==> src/rtl/ptt_pkg.sv <==
// constants and types shared by the protection trip timer
package ptt_pkg;
   localparam int CLK_PERIOD_NS = 50;
   localparam int TICK_TIME_NS = 5000000;
   localparam int TICK_CYCLES = TICK_TIME_NS / CLK_PERIOD_NS;
   localparam int RATIO_W = 17;
   localparam int FIXED_W = 19;
   localparam int DIAL_W = 13;
   localparam int EXP_W = 12;
   localparam int REL_W = 15;
   localparam int STAMP_W = 48;
   localparam int CNT_W = 16;
   localparam int GROUP_W = 3;
   localparam int REC_DEPTH = 12;
   localparam int PRE20_TICKS = 4;
   localparam int PRE200_TICKS = 40;
   // settings in 5 ms ticks, dial in 10 ms units, exponent in hundredths
   localparam logic [18:0] FIXED_MAX = 19'h57E40;
   localparam logic [18:0] FIXED_DEFAULT = 19'h00008;
   localparam logic [14:0] REL_MAX = 15'h7530;
   localparam logic [14:0] REL_DEFAULT = 15'h000C;
   localparam logic [12:0] DIAL_MIN = 13'h0001;
   localparam logic [12:0] DIAL_MAX = 13'h1770;
   localparam logic [12:0] DIAL_DEFAULT = 13'h0005;
   localparam logic [11:0] EXP_MIN = 12'h001;
   localparam logic [11:0] EXP_MAX = 12'h9C4;
   localparam logic [11:0] EXP_DEFAULT = 12'h064;
   // ratio measured/pick-up in hundredths
   localparam logic [16:0] RATIO_UNITY = 17'h00064;
   localparam logic [16:0] RATIO_RELEASE = 17'h00067;
   localparam logic [13:0] LOG2_100_Q8 = 14'h06A5;
   localparam logic [39:0] DIV100_Q16 = 40'h000000028F;
   localparam logic [9:0] ONE_Q9 = 10'h200;
   localparam int EV_START = 0;
   localparam int EV_TRIP = 1;
   localparam int EV_BLOCK = 2;
   localparam logic MODE_FIXED = 1'b0;
   typedef enum logic [1:0] {
      PTT_IDLE = 2'b00,
      PTT_RUN = 2'b01,
      PTT_REL = 2'b10,
      PTT_BLK = 2'b11
   } ptt_state_e;
   typedef enum logic [1:0] {
      PTT_EV_NONE = 2'b00,
      PTT_EV_START = 2'b01,
      PTT_EV_TRIP = 2'b10,
      PTT_EV_BLOCK = 2'b11
   } ptt_event_e;
endpackage : ptt_pkg

==> src/rtl/ptt_trip_timer.sv <==
// trip and release timing, events, counters and fault records
`timescale 1ns/1ns
`default_nettype none
module ptt_trip_timer
   import ptt_pkg::*;
#(
   parameter int TICK_CYC = TICK_CYCLES,
   parameter int REC_N = REC_DEPTH
)
(
   input wire logic CLK_IN,
   input wire logic RST_B_IN,
   input wire logic [RATIO_W-1:0] MEAS_RATIO_IN,
   input wire logic BLOCK_IN,
   input wire logic DELAY_MODE_IN,
   input wire logic [FIXED_W-1:0] FIXED_DELAY_IN,
   input wire logic [DIAL_W-1:0] TIME_DIAL_IN,
   input wire logic [EXP_W-1:0] EXPONENT_IN,
   input wire logic [REL_W-1:0] RELEASE_DELAY_IN,
   input wire logic DELAYED_RELEASE_EN_IN,
   input wire logic TIMER_RESET_AFTER_REL_IN,
   input wire logic CONTINUE_DURING_REL_IN,
   input wire logic [2:0] EVT_ON_EN_IN,
   input wire logic [2:0] EVT_OFF_EN_IN,
   input wire logic [STAMP_W-1:0] TIMESTAMP_IN,
   input wire logic [GROUP_W-1:0] SETTING_GROUP_IN,
   input wire logic COUNTER_CLEAR_IN,
   input wire logic [3:0] REC_INDEX_IN,
   output logic PICKUP_OUT,
   output logic START_OUT,
   output logic TRIP_OUT,
   output logic BLOCKED_OUT,
   output logic [FIXED_W-1:0] TIME_REMAIN_OUT,
   output logic [2:0] EVT_ON_OUT,
   output logic [2:0] EVT_OFF_OUT,
   output logic [STAMP_W-1:0] EVT_TIME_OUT,
   output logic [CNT_W-1:0] START_CNT_OUT,
   output logic [CNT_W-1:0] TRIP_CNT_OUT,
   output logic [CNT_W-1:0] BLOCK_CNT_OUT,
   output logic REC_VALID_OUT,
   output logic [STAMP_W-1:0] REC_TIME_OUT,
   output logic [1:0] REC_EVENT_OUT,
   output logic [RATIO_W-1:0] REC_PRE20_OUT,
   output logic [RATIO_W-1:0] REC_FAULT_OUT,
   output logic [RATIO_W-1:0] REC_PRE200_OUT,
   output logic [FIXED_W-1:0] REC_REMAIN_OUT,
   output logic [GROUP_W-1:0] REC_GROUP_OUT
);
   logic [16:0] tick_cnt, next_tick_cnt;
   logic tick, next_tick;
   logic pu, next_pu;
   logic [RATIO_W-1:0] hist [0:PRE200_TICKS-1];
   logic [RATIO_W-1:0] next_hist [0:PRE200_TICKS-1];
   ptt_state_e st, next_st;
   logic [FIXED_W-1:0] op_cnt, next_op_cnt, tgt, fixed_dly, inverse_delay_mode_ticks, next_remain;
   logic [REL_W-1:0] rel_cnt, next_rel_cnt, rel_dly;
   logic next_start, next_trip, next_blk;
   logic [2:0] cur_flags, new_flags, ev_on, ev_off;
   logic [CNT_W-1:0] cnt [0:2];
   logic [CNT_W-1:0] next_cnt [0:2];

   // 5 ms tick shared by every delay
   always_comb
   begin
      next_tick = (tick_cnt == 17'(TICK_CYC - 1));
      next_tick_cnt = next_tick ? 17'h00000 : tick_cnt + 17'h00001;
   end

   // under-type element: picks up below unity, drops at 103 percent
   always_comb
   begin
      next_pu = pu ? (MEAS_RATIO_IN < RATIO_RELEASE) : (MEAS_RATIO_IN < RATIO_UNITY);
      for (int i = 0; i < PRE200_TICKS; i++)
         next_hist[i] = hist[i];
      if (tick)
      begin
         next_hist[0] = MEAS_RATIO_IN;
         for (int i = 1; i < PRE200_TICKS; i++)
            next_hist[i] = hist[i-1];
      end
   end

   always_ff @(posedge CLK_IN)
   begin
      if (!RST_B_IN)
      begin
         tick_cnt <= 17'h00000;
         tick <= 1'b0;
         pu <= 1'b0;
         for (int i = 0; i < PRE200_TICKS; i++)
            hist[i] <= 17'h00000;
      end
      else
      begin
         tick_cnt <= next_tick_cnt;
         tick <= next_tick;
         pu <= next_pu;
         for (int i = 0; i < PRE200_TICKS; i++)
            hist[i] <= next_hist[i];
      end
   end

   ptt_inverse_delay_mode_calc u_inverse_delay_mode (
      .clk_in(CLK_IN),
      .rst_b_in(RST_B_IN),
      .ratio_in(MEAS_RATIO_IN),
      .dial_in(TIME_DIAL_IN),
      .exp_in(EXPONENT_IN),
      .ticks_out(inverse_delay_mode_ticks)
   );

   // timing state machine
   always_comb
   begin
      fixed_dly = (FIXED_DELAY_IN > FIXED_MAX) ? FIXED_MAX : FIXED_DELAY_IN;
      rel_dly = (RELEASE_DELAY_IN > REL_MAX) ? REL_MAX : RELEASE_DELAY_IN;
      tgt = (DELAY_MODE_IN == MODE_FIXED) ? fixed_dly : inverse_delay_mode_ticks;
      next_st = st;
      next_op_cnt = op_cnt;
      next_rel_cnt = rel_cnt;
      case (st)
         PTT_IDLE:
         begin
            next_op_cnt = '0;
            if (pu)
               next_st = BLOCK_IN ? PTT_BLK : PTT_RUN;
         end
         PTT_RUN:
         begin
            if (BLOCK_IN)
            begin
               // late block still wins, even after expiry with trip already set
               next_st = PTT_BLK;
               next_op_cnt = '0;
            end
            else if (!pu)
            begin
               if (TRIP_OUT || rel_dly == '0)
               begin
                  next_st = PTT_IDLE;
                  next_op_cnt = '0;
               end
               else
               begin
                  next_st = PTT_REL;
                  next_rel_cnt = '0;
                  if (!TIMER_RESET_AFTER_REL_IN && !CONTINUE_DURING_REL_IN)
                     next_op_cnt = '0;
               end
            end
            else if (tick && op_cnt < tgt)
               next_op_cnt = op_cnt + 19'h00001;
         end
         PTT_REL:
         begin
            if (pu)
               next_st = BLOCK_IN ? PTT_BLK : PTT_RUN;
            else if (tick)
            begin
               next_rel_cnt = rel_cnt + 15'h0001;
               if (CONTINUE_DURING_REL_IN && op_cnt < FIXED_MAX)
                  next_op_cnt = op_cnt + 19'h00001;
               if (next_rel_cnt >= rel_dly)
               begin
                  next_st = PTT_IDLE;
                  next_op_cnt = '0;
               end
            end
         end
         PTT_BLK:
         begin
            next_op_cnt = '0;
            if (!pu)
               next_st = PTT_IDLE;
         end
         default:
         begin
            next_st = PTT_IDLE;
            next_op_cnt = '0;
         end
      endcase
      next_blk = (next_st == PTT_BLK);
      next_start = (next_st == PTT_RUN) || (next_st == PTT_REL && DELAYED_RELEASE_EN_IN);
      // zero target trips with start in the same cycle
      next_trip = (next_st == PTT_RUN) && (next_op_cnt >= tgt);
      next_remain = ((next_st == PTT_RUN || next_st == PTT_REL) && tgt > next_op_cnt) ?
         tgt - next_op_cnt : 19'h00000;
   end

   // events and counters; a count on the clear cycle is kept
   always_comb
   begin
      cur_flags = {BLOCKED_OUT, TRIP_OUT, START_OUT};
      new_flags = {next_blk, next_trip, next_start};
      ev_on = new_flags & ~cur_flags;
      ev_off = cur_flags & ~new_flags;
      for (int i = 0; i < 3; i++)
         next_cnt[i] = (COUNTER_CLEAR_IN ? '0 : cnt[i]) + CNT_W'(ev_on[i]);
   end

   always_ff @(posedge CLK_IN)
   begin
      if (!RST_B_IN)
      begin
         st <= PTT_IDLE;
         op_cnt <= '0;
         rel_cnt <= '0;
         PICKUP_OUT <= 1'b0;
         START_OUT <= 1'b0;
         TRIP_OUT <= 1'b0;
         BLOCKED_OUT <= 1'b0;
         TIME_REMAIN_OUT <= '0;
         EVT_ON_OUT <= 3'h0;
         EVT_OFF_OUT <= 3'h0;
         EVT_TIME_OUT <= '0;
         for (int i = 0; i < 3; i++)
            cnt[i] <= '0;
      end
      else
      begin
         st <= next_st;
         op_cnt <= next_op_cnt;
         rel_cnt <= next_rel_cnt;
         PICKUP_OUT <= next_pu;
         START_OUT <= next_start;
         TRIP_OUT <= next_trip;
         BLOCKED_OUT <= next_blk;
         TIME_REMAIN_OUT <= next_remain;
         EVT_ON_OUT <= ev_on & EVT_ON_EN_IN;
         EVT_OFF_OUT <= ev_off & EVT_OFF_EN_IN;
         EVT_TIME_OUT <= TIMESTAMP_IN;
         for (int i = 0; i < 3; i++)
            cnt[i] <= next_cnt[i];
      end
   end

   assign START_CNT_OUT = cnt[EV_START];
   assign TRIP_CNT_OUT = cnt[EV_TRIP];
   assign BLOCK_CNT_OUT = cnt[EV_BLOCK];

   // fault record ring; trip outranks block outranks start
   logic [STAMP_W-1:0] rec_time [0:REC_N-1];
   logic [1:0] rec_ev [0:REC_N-1];
   logic [RATIO_W-1:0] rec_pre20 [0:REC_N-1];
   logic [RATIO_W-1:0] rec_fault [0:REC_N-1];
   logic [RATIO_W-1:0] rec_pre200 [0:REC_N-1];
   logic [FIXED_W-1:0] rec_remain [0:REC_N-1];
   logic [GROUP_W-1:0] rec_grp [0:REC_N-1];
   logic [3:0] wp, next_wp, rcount, next_rcount, rd;
   logic rec_we;
   ptt_event_e rec_code;
   int ri;

   always_comb
   begin
      ri = 0;
      rec_we = |ev_on;
      rec_code = ev_on[EV_TRIP] ? PTT_EV_TRIP : ev_on[EV_BLOCK] ? PTT_EV_BLOCK : PTT_EV_START;
      next_wp = wp;
      next_rcount = rcount;
      if (rec_we)
      begin
         next_wp = (wp == 4'(REC_N - 1)) ? 4'h0 : wp + 4'h1;
         if (rcount < 4'(REC_N))
            next_rcount = rcount + 4'h1;
      end
      ri = int'(wp) - 1 - int'(REC_INDEX_IN);
      if (ri < 0)
         ri = ri + REC_N;
      if (ri < 0)
         ri = 0;
      rd = 4'(ri);
   end

   always_ff @(posedge CLK_IN)
   begin
      if (rec_we)
      begin
         rec_time[wp] <= TIMESTAMP_IN;
         rec_ev[wp] <= rec_code;
         rec_pre20[wp] <= hist[PRE20_TICKS-1];
         rec_fault[wp] <= MEAS_RATIO_IN;
         rec_pre200[wp] <= hist[PRE200_TICKS-1];
         rec_remain[wp] <= next_remain;
         rec_grp[wp] <= SETTING_GROUP_IN;
      end
   end

   always_ff @(posedge CLK_IN)
   begin
      if (!RST_B_IN)
      begin
         wp <= 4'h0;
         rcount <= 4'h0;
         REC_VALID_OUT <= 1'b0;
         REC_TIME_OUT <= '0;
         REC_EVENT_OUT <= PTT_EV_NONE;
         REC_PRE20_OUT <= '0;
         REC_FAULT_OUT <= '0;
         REC_PRE200_OUT <= '0;
         REC_REMAIN_OUT <= '0;
         REC_GROUP_OUT <= '0;
      end
      else
      begin
         wp <= next_wp;
         rcount <= next_rcount;
         REC_VALID_OUT <= (REC_INDEX_IN < rcount);
         REC_TIME_OUT <= rec_time[rd];
         REC_EVENT_OUT <= rec_ev[rd];
         REC_PRE20_OUT <= rec_pre20[rd];
         REC_FAULT_OUT <= rec_fault[rd];
         REC_PRE200_OUT <= rec_pre200[rd];
         REC_REMAIN_OUT <= rec_remain[rd];
         REC_GROUP_OUT <= rec_grp[rd];
      end
   end

   property p_instant;
      @(posedge CLK_IN) disable iff (!RST_B_IN)
      (st == PTT_IDLE && pu && !BLOCK_IN && DELAY_MODE_IN == MODE_FIXED
       && FIXED_DELAY_IN == 19'h00000) |=> (START_OUT && TRIP_OUT);
   endproperty
   a_instant: assert property (p_instant) else $error("instant trip missing");

   property p_fixed;
      @(posedge CLK_IN) disable iff (!RST_B_IN)
      (st == PTT_RUN && pu && !BLOCK_IN && DELAY_MODE_IN == MODE_FIXED
       && op_cnt >= fixed_dly) |=> TRIP_OUT;
   endproperty
   a_fixed: assert property (p_fixed) else $error("fixed delay trip missing");

   property p_no_trip_early;
      @(posedge CLK_IN) disable iff (!RST_B_IN)
      TRIP_OUT |-> ($past(pu) && op_cnt >= $past(tgt));
   endproperty
   a_no_trip_early: assert property (p_no_trip_early) else $error("trip without cause");

   property p_release_off;
      @(posedge CLK_IN) disable iff (!RST_B_IN)
      (!pu && !DELAYED_RELEASE_EN_IN) |=> !START_OUT;
   endproperty
   a_release_off: assert property (p_release_off) else $error("start held");

   property p_reset_at_drop;
      @(posedge CLK_IN) disable iff (!RST_B_IN)
      (st == PTT_RUN && !pu && !BLOCK_IN && !TIMER_RESET_AFTER_REL_IN
       && !CONTINUE_DURING_REL_IN) |=> (op_cnt == '0);
   endproperty
   a_reset_at_drop: assert property (p_reset_at_drop) else $error("timer kept");

   property p_continue;
      @(posedge CLK_IN) disable iff (!RST_B_IN)
      (st == PTT_REL && !pu && tick && CONTINUE_DURING_REL_IN && op_cnt < FIXED_MAX
       && rel_cnt + 15'h0001 < rel_dly) |=> (op_cnt == $past(op_cnt) + 19'h00001);
   endproperty
   a_continue: assert property (p_continue) else $error("release count stalled");

   property p_blocked;
      @(posedge CLK_IN) disable iff (!RST_B_IN)
      (st == PTT_IDLE && pu && BLOCK_IN) |=> (BLOCKED_OUT && !START_OUT && !TRIP_OUT)
         ##1 (op_cnt == '0);
   endproperty
   a_blocked: assert property (p_blocked) else $error("block ignored");

   property p_count;
      @(posedge CLK_IN) disable iff (!RST_B_IN)
      (ev_on[EV_TRIP] && !COUNTER_CLEAR_IN) |=> (TRIP_CNT_OUT == $past(TRIP_CNT_OUT) + 16'h0001);
   endproperty
   a_count: assert property (p_count) else $error("trip count wrong");

   property p_filter;
      @(posedge CLK_IN) disable iff (!RST_B_IN)
      (ev_off[EV_START] && !EVT_OFF_EN_IN[EV_START]) |=> !EVT_OFF_OUT[EV_START];
   endproperty
   a_filter: assert property (p_filter) else $error("filtered event passed");

   property p_ring;
      @(posedge CLK_IN) disable iff (!RST_B_IN)
      (rcount <= 4'(REC_N)) && (wp < 4'(REC_N));
   endproperty
   a_ring: assert property (p_ring) else $error("record ring out of range");

   property p_hyst;
      @(posedge CLK_IN) disable iff (!RST_B_IN)
      (pu && MEAS_RATIO_IN < RATIO_RELEASE) |=> pu;
   endproperty
   a_hyst: assert property (p_hyst) else $error("pick-up dropped early");
endmodule : ptt_trip_timer
`default_nettype wire

==> src/rtl/ptt_inverse_delay_mode_calc.sv <==
// inverse-time operating delay, registered, in 5 ms ticks
`timescale 1ns/1ns
`default_nettype none
module ptt_inverse_delay_mode_calc
   import ptt_pkg::*;
(
   input wire logic clk_in,
   input wire logic rst_b_in,
   input wire logic [RATIO_W-1:0] ratio_in,
   input wire logic [DIAL_W-1:0] dial_in,
   input wire logic [EXP_W-1:0] exp_in,
   output logic [FIXED_W-1:0] ticks_out
);
   function automatic logic [4:0] msb_pos(input logic [16:0] v);
      logic [4:0] p;
      p = 5'h00;
      for (int i = 0; i < 17; i++)
      begin
         if (v[i])
            p = 5'(i);
      end
      return p;
   endfunction : msb_pos

   logic [16:0] x, norm;
   logic [4:0] p;
   logic [12:0] dial;
   logic [11:0] expo;
   logic signed [13:0] lg;
   logic signed [39:0] prod;
   logic signed [23:0] y;
   logic signed [15:0] yi;
   logic [23:0] mant;
   logic [47:0] wide;
   logic [FIXED_W-1:0] next_ticks;

   // log2 and exp2 are piecewise linear; error reaches over ten percent at exponent 1.00 and grows with the exponent
   always_comb
   begin
      x = (ratio_in >= RATIO_UNITY) ? ratio_in - RATIO_UNITY : RATIO_UNITY - ratio_in;
      if (x == 17'h00000)
         x = 17'h00001;
      dial = (dial_in < DIAL_MIN) ? DIAL_MIN : (dial_in > DIAL_MAX) ? DIAL_MAX : dial_in;
      expo = (exp_in < EXP_MIN) ? EXP_MIN : (exp_in > EXP_MAX) ? EXP_MAX : exp_in;
      p = msb_pos(x);
      norm = x << (5'd16 - p);
      lg = signed'({1'b0, p, norm[15:8]}) - signed'(LOG2_100_Q8);
      prod = 40'(lg) * 40'(signed'({1'b0, expo})) * signed'(DIV100_Q16);
      y = 24'(prod >>> 16);
      yi = 16'(y >>> 8);
      mant = (24'({dial, 1'b0}) * 24'(ONE_Q9 - {2'b00, y[7:0]})) >> 9;
      wide = 48'h000000000000;
      next_ticks = FIXED_MAX;
      if (yi >= 0)
      begin
         if (yi < 16'sd24)
            next_ticks = 19'(mant >> yi[4:0]);
         else
            next_ticks = 19'h00000;
      end
      else if (yi > -16'sd20)
      begin
         wide = 48'(mant) << 5'(-yi);
         if (wide <= 48'(FIXED_MAX))
            next_ticks = 19'(wide);
      end
   end

   always_ff @(posedge clk_in)
   begin
      if (!rst_b_in)
         ticks_out <= FIXED_DEFAULT;
      else
         ticks_out <= next_ticks;
   end
endmodule : ptt_inverse_delay_mode_calc
`default_nettype wire

==> config.mk <==
export PLATFORM = sky130hd
export DESIGN_NAME = ptt_trip_timer
export DESIGN_NICKNAME = d
export VERILOG_FILES = /design/src/rtl/ptt_pkg.sv /design/src/rtl/ptt_trip_timer.sv /design/src/rtl/ptt_inverse_delay_mode_calc.sv
export SDC_FILE = /design/constraint.sdc
export NUM_CORES = 2
export LEC_CHECK = 0
export BUFFER_PORTS_ARGS = -buffer_cell sky130_fd_sc_hd__buf_2
export CORE_ASPECT_RATIO = 1.2
export CORE_MARGIN = 2
export CORE_UTILIZATION = 40
export DETAILED_ROUTE_END_ITERATION = 8
export PLACE_DENSITY = 0.61
export SETUP_SLACK_MARGIN = 0.5
export SYNTH_ARGS = -nofsm -noshare
export SYNTH_HDL_FRONTEND = slang
export SYNTH_SLANG_ARGS = --single-unit
==> constraint.sdc <==
create_clock -name CLK_IN -period 23 [get_ports CLK_IN]
set_input_delay 2.3 -clock CLK_IN [delete_from_list [all_inputs] [get_ports CLK_IN]]
set_output_delay 2.3 -clock CLK_IN [all_outputs]
set_load 0.01 [all_outputs]
==> Implementation_results.wiki <==
{| class="wikitable"
! Metric !! Value
|-
| Result of the run || finished clean
|-
| Final max-slew violation count || 0
|-
| Die extent in x || 492 um
|-
| Fraction of layout cells with a size suffix above 1 || 18.0%
|-
| Estimated wirelength of the detail-placed design || 191000 um
|-
| Critical register-to-register path endpoint || rec_fault[0][12]
|-
| Max H-tree Level || 4
|-
| Number of flops mapped to enable cells by yosys || 1476
|-
| CP endpoint || u_inverse_delay_mode.ticks_out[0]
|-
| Average cell area after synthesis || 12.1 um2
|-
| Slowest cell on crit path || or4_4
|-
| Maximum cell stage delay along the critical path || 0.58 ns
|-
| Initial core utilization || 40.1%
|-
| Floorplan die height || 590 um
|-
| Global router's overall resource usage || 19.8%
|-
| Warnings, synthesis || 0
|-
| Clock sink count || 2486
|-
| Pre-CTS worst setup slack || -0.679 ns
|-
| Number of buffers and inverters on the critical path || 19
|-
| Worst Setup SP || MEAS_RATIO_IN[10]
|-
| Top_reg_cell synth || edfxtp_1
|-
| Net Count, Synth || 10.3k
|-
| TritonCTS clock tree || yes
|-
| Most area-consuming cells after synthesis || edfxtp_1, dfxtp_1, mux2i_1
|-
| Buffer cell driving the clock tree root || clkbuf_16
|-
| Hold bufs inserted after CTS || 0
|-
| Commonest cells in the synthesized netlist || edfxtp_1, nor2_1, dfxtp_1
|-
| Least-Margin Pin Slew || 1.18 ns
|-
| Most frequently used cell type in the post-synthesis netlist || edfxtp_1
|-
| Startpoint type of the worst setup path || primary input
|-
| F_max || 45.4 MHz
|-
| Crit path kind || primary input to register
|-
| Critical Path Most Common Cell || fa_1
|-
| Row count || 215
|-
| Antenna violations before repair || 21
|-
| Post-synthesis cell type with the largest combined area || edfxtp_1
|-
| Remaining number of nets flagged by the antenna check after routing || 0
|-
| Number of detailed-route iterations in the first pass || 6
|-
| Share of synthesized flip-flops with an asynchronous set or reset || 0%
|-
| Clock-pin transition on the worst setup and hold timing paths || 0.06 ns
|-
| Final worst-path cycle share || 95.8%
|-
| Slack of the critical path || 0.970 ns
|-
| Vias per Instance || 5.34
|-
| Final #Nets || 11.0k
|-
| Critical path depth || 89
|-
| Clock network latency to the later pin of the worst-skew pair || 0.91 ns
|-
| First-pass GRT wire length || 452000 um
|-
| Clock buffer count from CTS || 247
|-
| Capturing element type of the critical path || register
|-
| Fraction of synthesized cell area taken by the top area cell type || 38.7%
|-
| Number of distinct library cells after synthesis || 114
|-
| Final hold violations || 0
|-
| Number of instances in the synthesized netlist || 9478
|-
| Number of buffers inserted by port buffering || 393
|-
| Data required time at the worst endpoint || 23.73 ns
|-
| Vias in the first global route || 76.0k
|-
| Via total after detailed routing || 75.9k
|-
| Wirelength per Cell || 21.0 um
|-
| I/O Pins || 394
|-
| Cell family contributing the most delay on the critical path || adder cells
|-
| Setup violation total in the final timing report || 0
|-
| # fillers || 25.4k
|-
| Overflow left after global routing || 0
|-
| Placeable core area || 0.285 mm2
|-
| Setup TNS after final layout || 0 ns
|-
| Worst reg2reg setup slack || 12.68 ns
|-
| Headroom to the max-slew limit || 20.7%
|-
| DRT iter0 DRCs || 5202
|-
| Data arrival, critical path || 22.76 ns
|-
| Clock tree skew after final layout || 0.108 ns
|-
| Post-synthesis register bit count || 2486
|-
| Max Root-Sink Buffers || 4
|-
| Tmin final || 22.03 ns
|-
| Worst hold margin || 0.417 ns
|-
| FF-to-FF Start || rel_cnt[0]
|-
| Total Die Area || 0.290 mm2
|-
| Aggregate routed wire length || 298000 um
|-
| Routability Congestion || 0.884
|-
| Register area share after synthesis || 56.4%
|-
| Start point of the worst hold path || hist[38][12]
|-
| Layout Area Growth over Synthesis || 17.5%
|-
| Worst r2r path cells || 41
|-
| Pin count of the biggest net entering global routing || 186
|-
| Remaining design rule violation count || 0
|-
| Min-Delay Path Class || register to register
|-
| Max Fanout on Critical Path || 8
|-
| Unrepaired setup endpoints after global routing || true
|-
| Max-Cap Viols || 0
|-
| Summed instance area of the synthesized netlist || 0.114 mm2
|}
[what timing repair did]
| action | CTS | global route |
|---|---|---|
| pin swaps | 5 | 188 |
| setup endpoints to repair | 18 | 19 |
| hold endpoints to repair | 0 | 0 |
| gates cloned | 0 | 0 |
| buffers inserted | 5 | 50 |
| gates resized for setup | 17 | 254 |
[tightest hold or removal path, stage by stage, from the launching register on]
cell and delay (ns):
dfxtp_1 0.33, mux2i_1 0.07, nor2_1 0.07
[worst min path at each step]
stage | endpoint | slack, ns | depth (start not counted)
3_3_place_gp | tick_cnt[0] | 0.43 | 1
4_1_cts | hist[39][12] | 0.42 | 2
3_5_place_dp | tick_cnt[0] | 0.45 | 1
5_1_grt | hist[6][13] | 0.47 | 2
2_1_floorplan | tick_cnt[0] | 0.42 | 1
6_report | hist[39][12] | 0.42 | 2
[sequential cells by signal, indices dropped and copies added, names as in the netlist, 48 cells and up]
register and count:
rec_fault 204, REC_TIME_OUT 48, rec_remain 228, rec_pre20 204
rec_pre200 204, EVT_TIME_OUT 48, cnt 48, rec_time 576
hist 680
[layer usage]
metal | wire (um) | share of wire [%] | up-vias | global-route usage, %
met5 | 12 | 0.0040 | - | 0
met4 | 11000 | 3.7 | 2 | 7.48
met1 | 123000 | 41 | 38000 | 25.1
met3 | 13300 | 4.5 | 464 | 2.11
li1 | - | - | 35500 | -
met2 | 150000 | 50 | 1915 | 34.9
[cell families after synthesis]
logic type	after synthesis	synth area share (%)
XOR/XNOR	181	1.42
flip-flops	2486	56.4
buffers and inverters	1173	3.90
adder cells (fa/ha/maj)	685	9.75
AO/OA/AOI/OAI	1560	9.51
AND/OR/NAND/NOR	2515	9.89
multiplexers	878	9.14
[stage by stage]
stage,instance area (um2),instances,utilization [%]
after global routing,134000,14200,47.1
final,134000,14200,47.1
after floorplan,115000,9478,-
after detailed placement,124000,13700,43.5
after CTS,133000,14100,46.6
after global placement,124000,13700,43.5
[cells in the final DEF, fill, tap and decap left out, drive strengths merged, types with 95 or more instances in the layout]
cell and count:
edfxtp 1476, nor2 1186, dfxtp 1010, buf 1010, mux2i 731, inv 617, nand2 535, a21oi 399
clkbuf 351, fa 344, ha 341, a211oi 268, o221ai 250, nor2b 180, a31oi 148, o21ai 142
mux4 132, and2 125, nand3 122, xnor2 95
[final cells by class]
cell class / count / area (um2) / area share, %
multi-input combinational: 5819 / 47300 / 35.2
inverter: 611 / 2330 / 1.73
sequential: 2486 / 64500 / 48.0
timing repair buffer: 1011 / 6940 / 5.17
antenna: 25 / 62.6 / 0.0465
tap: 3797 / 4750 / 3.53
clock buffer: 350 / 7140 / 5.31
clock inverter: 109 / 1330 / 0.986
Power is left out: the tool's default activity adds up to more than one toggle a clock period on the data nets, which glitch-free logic cannot reach.
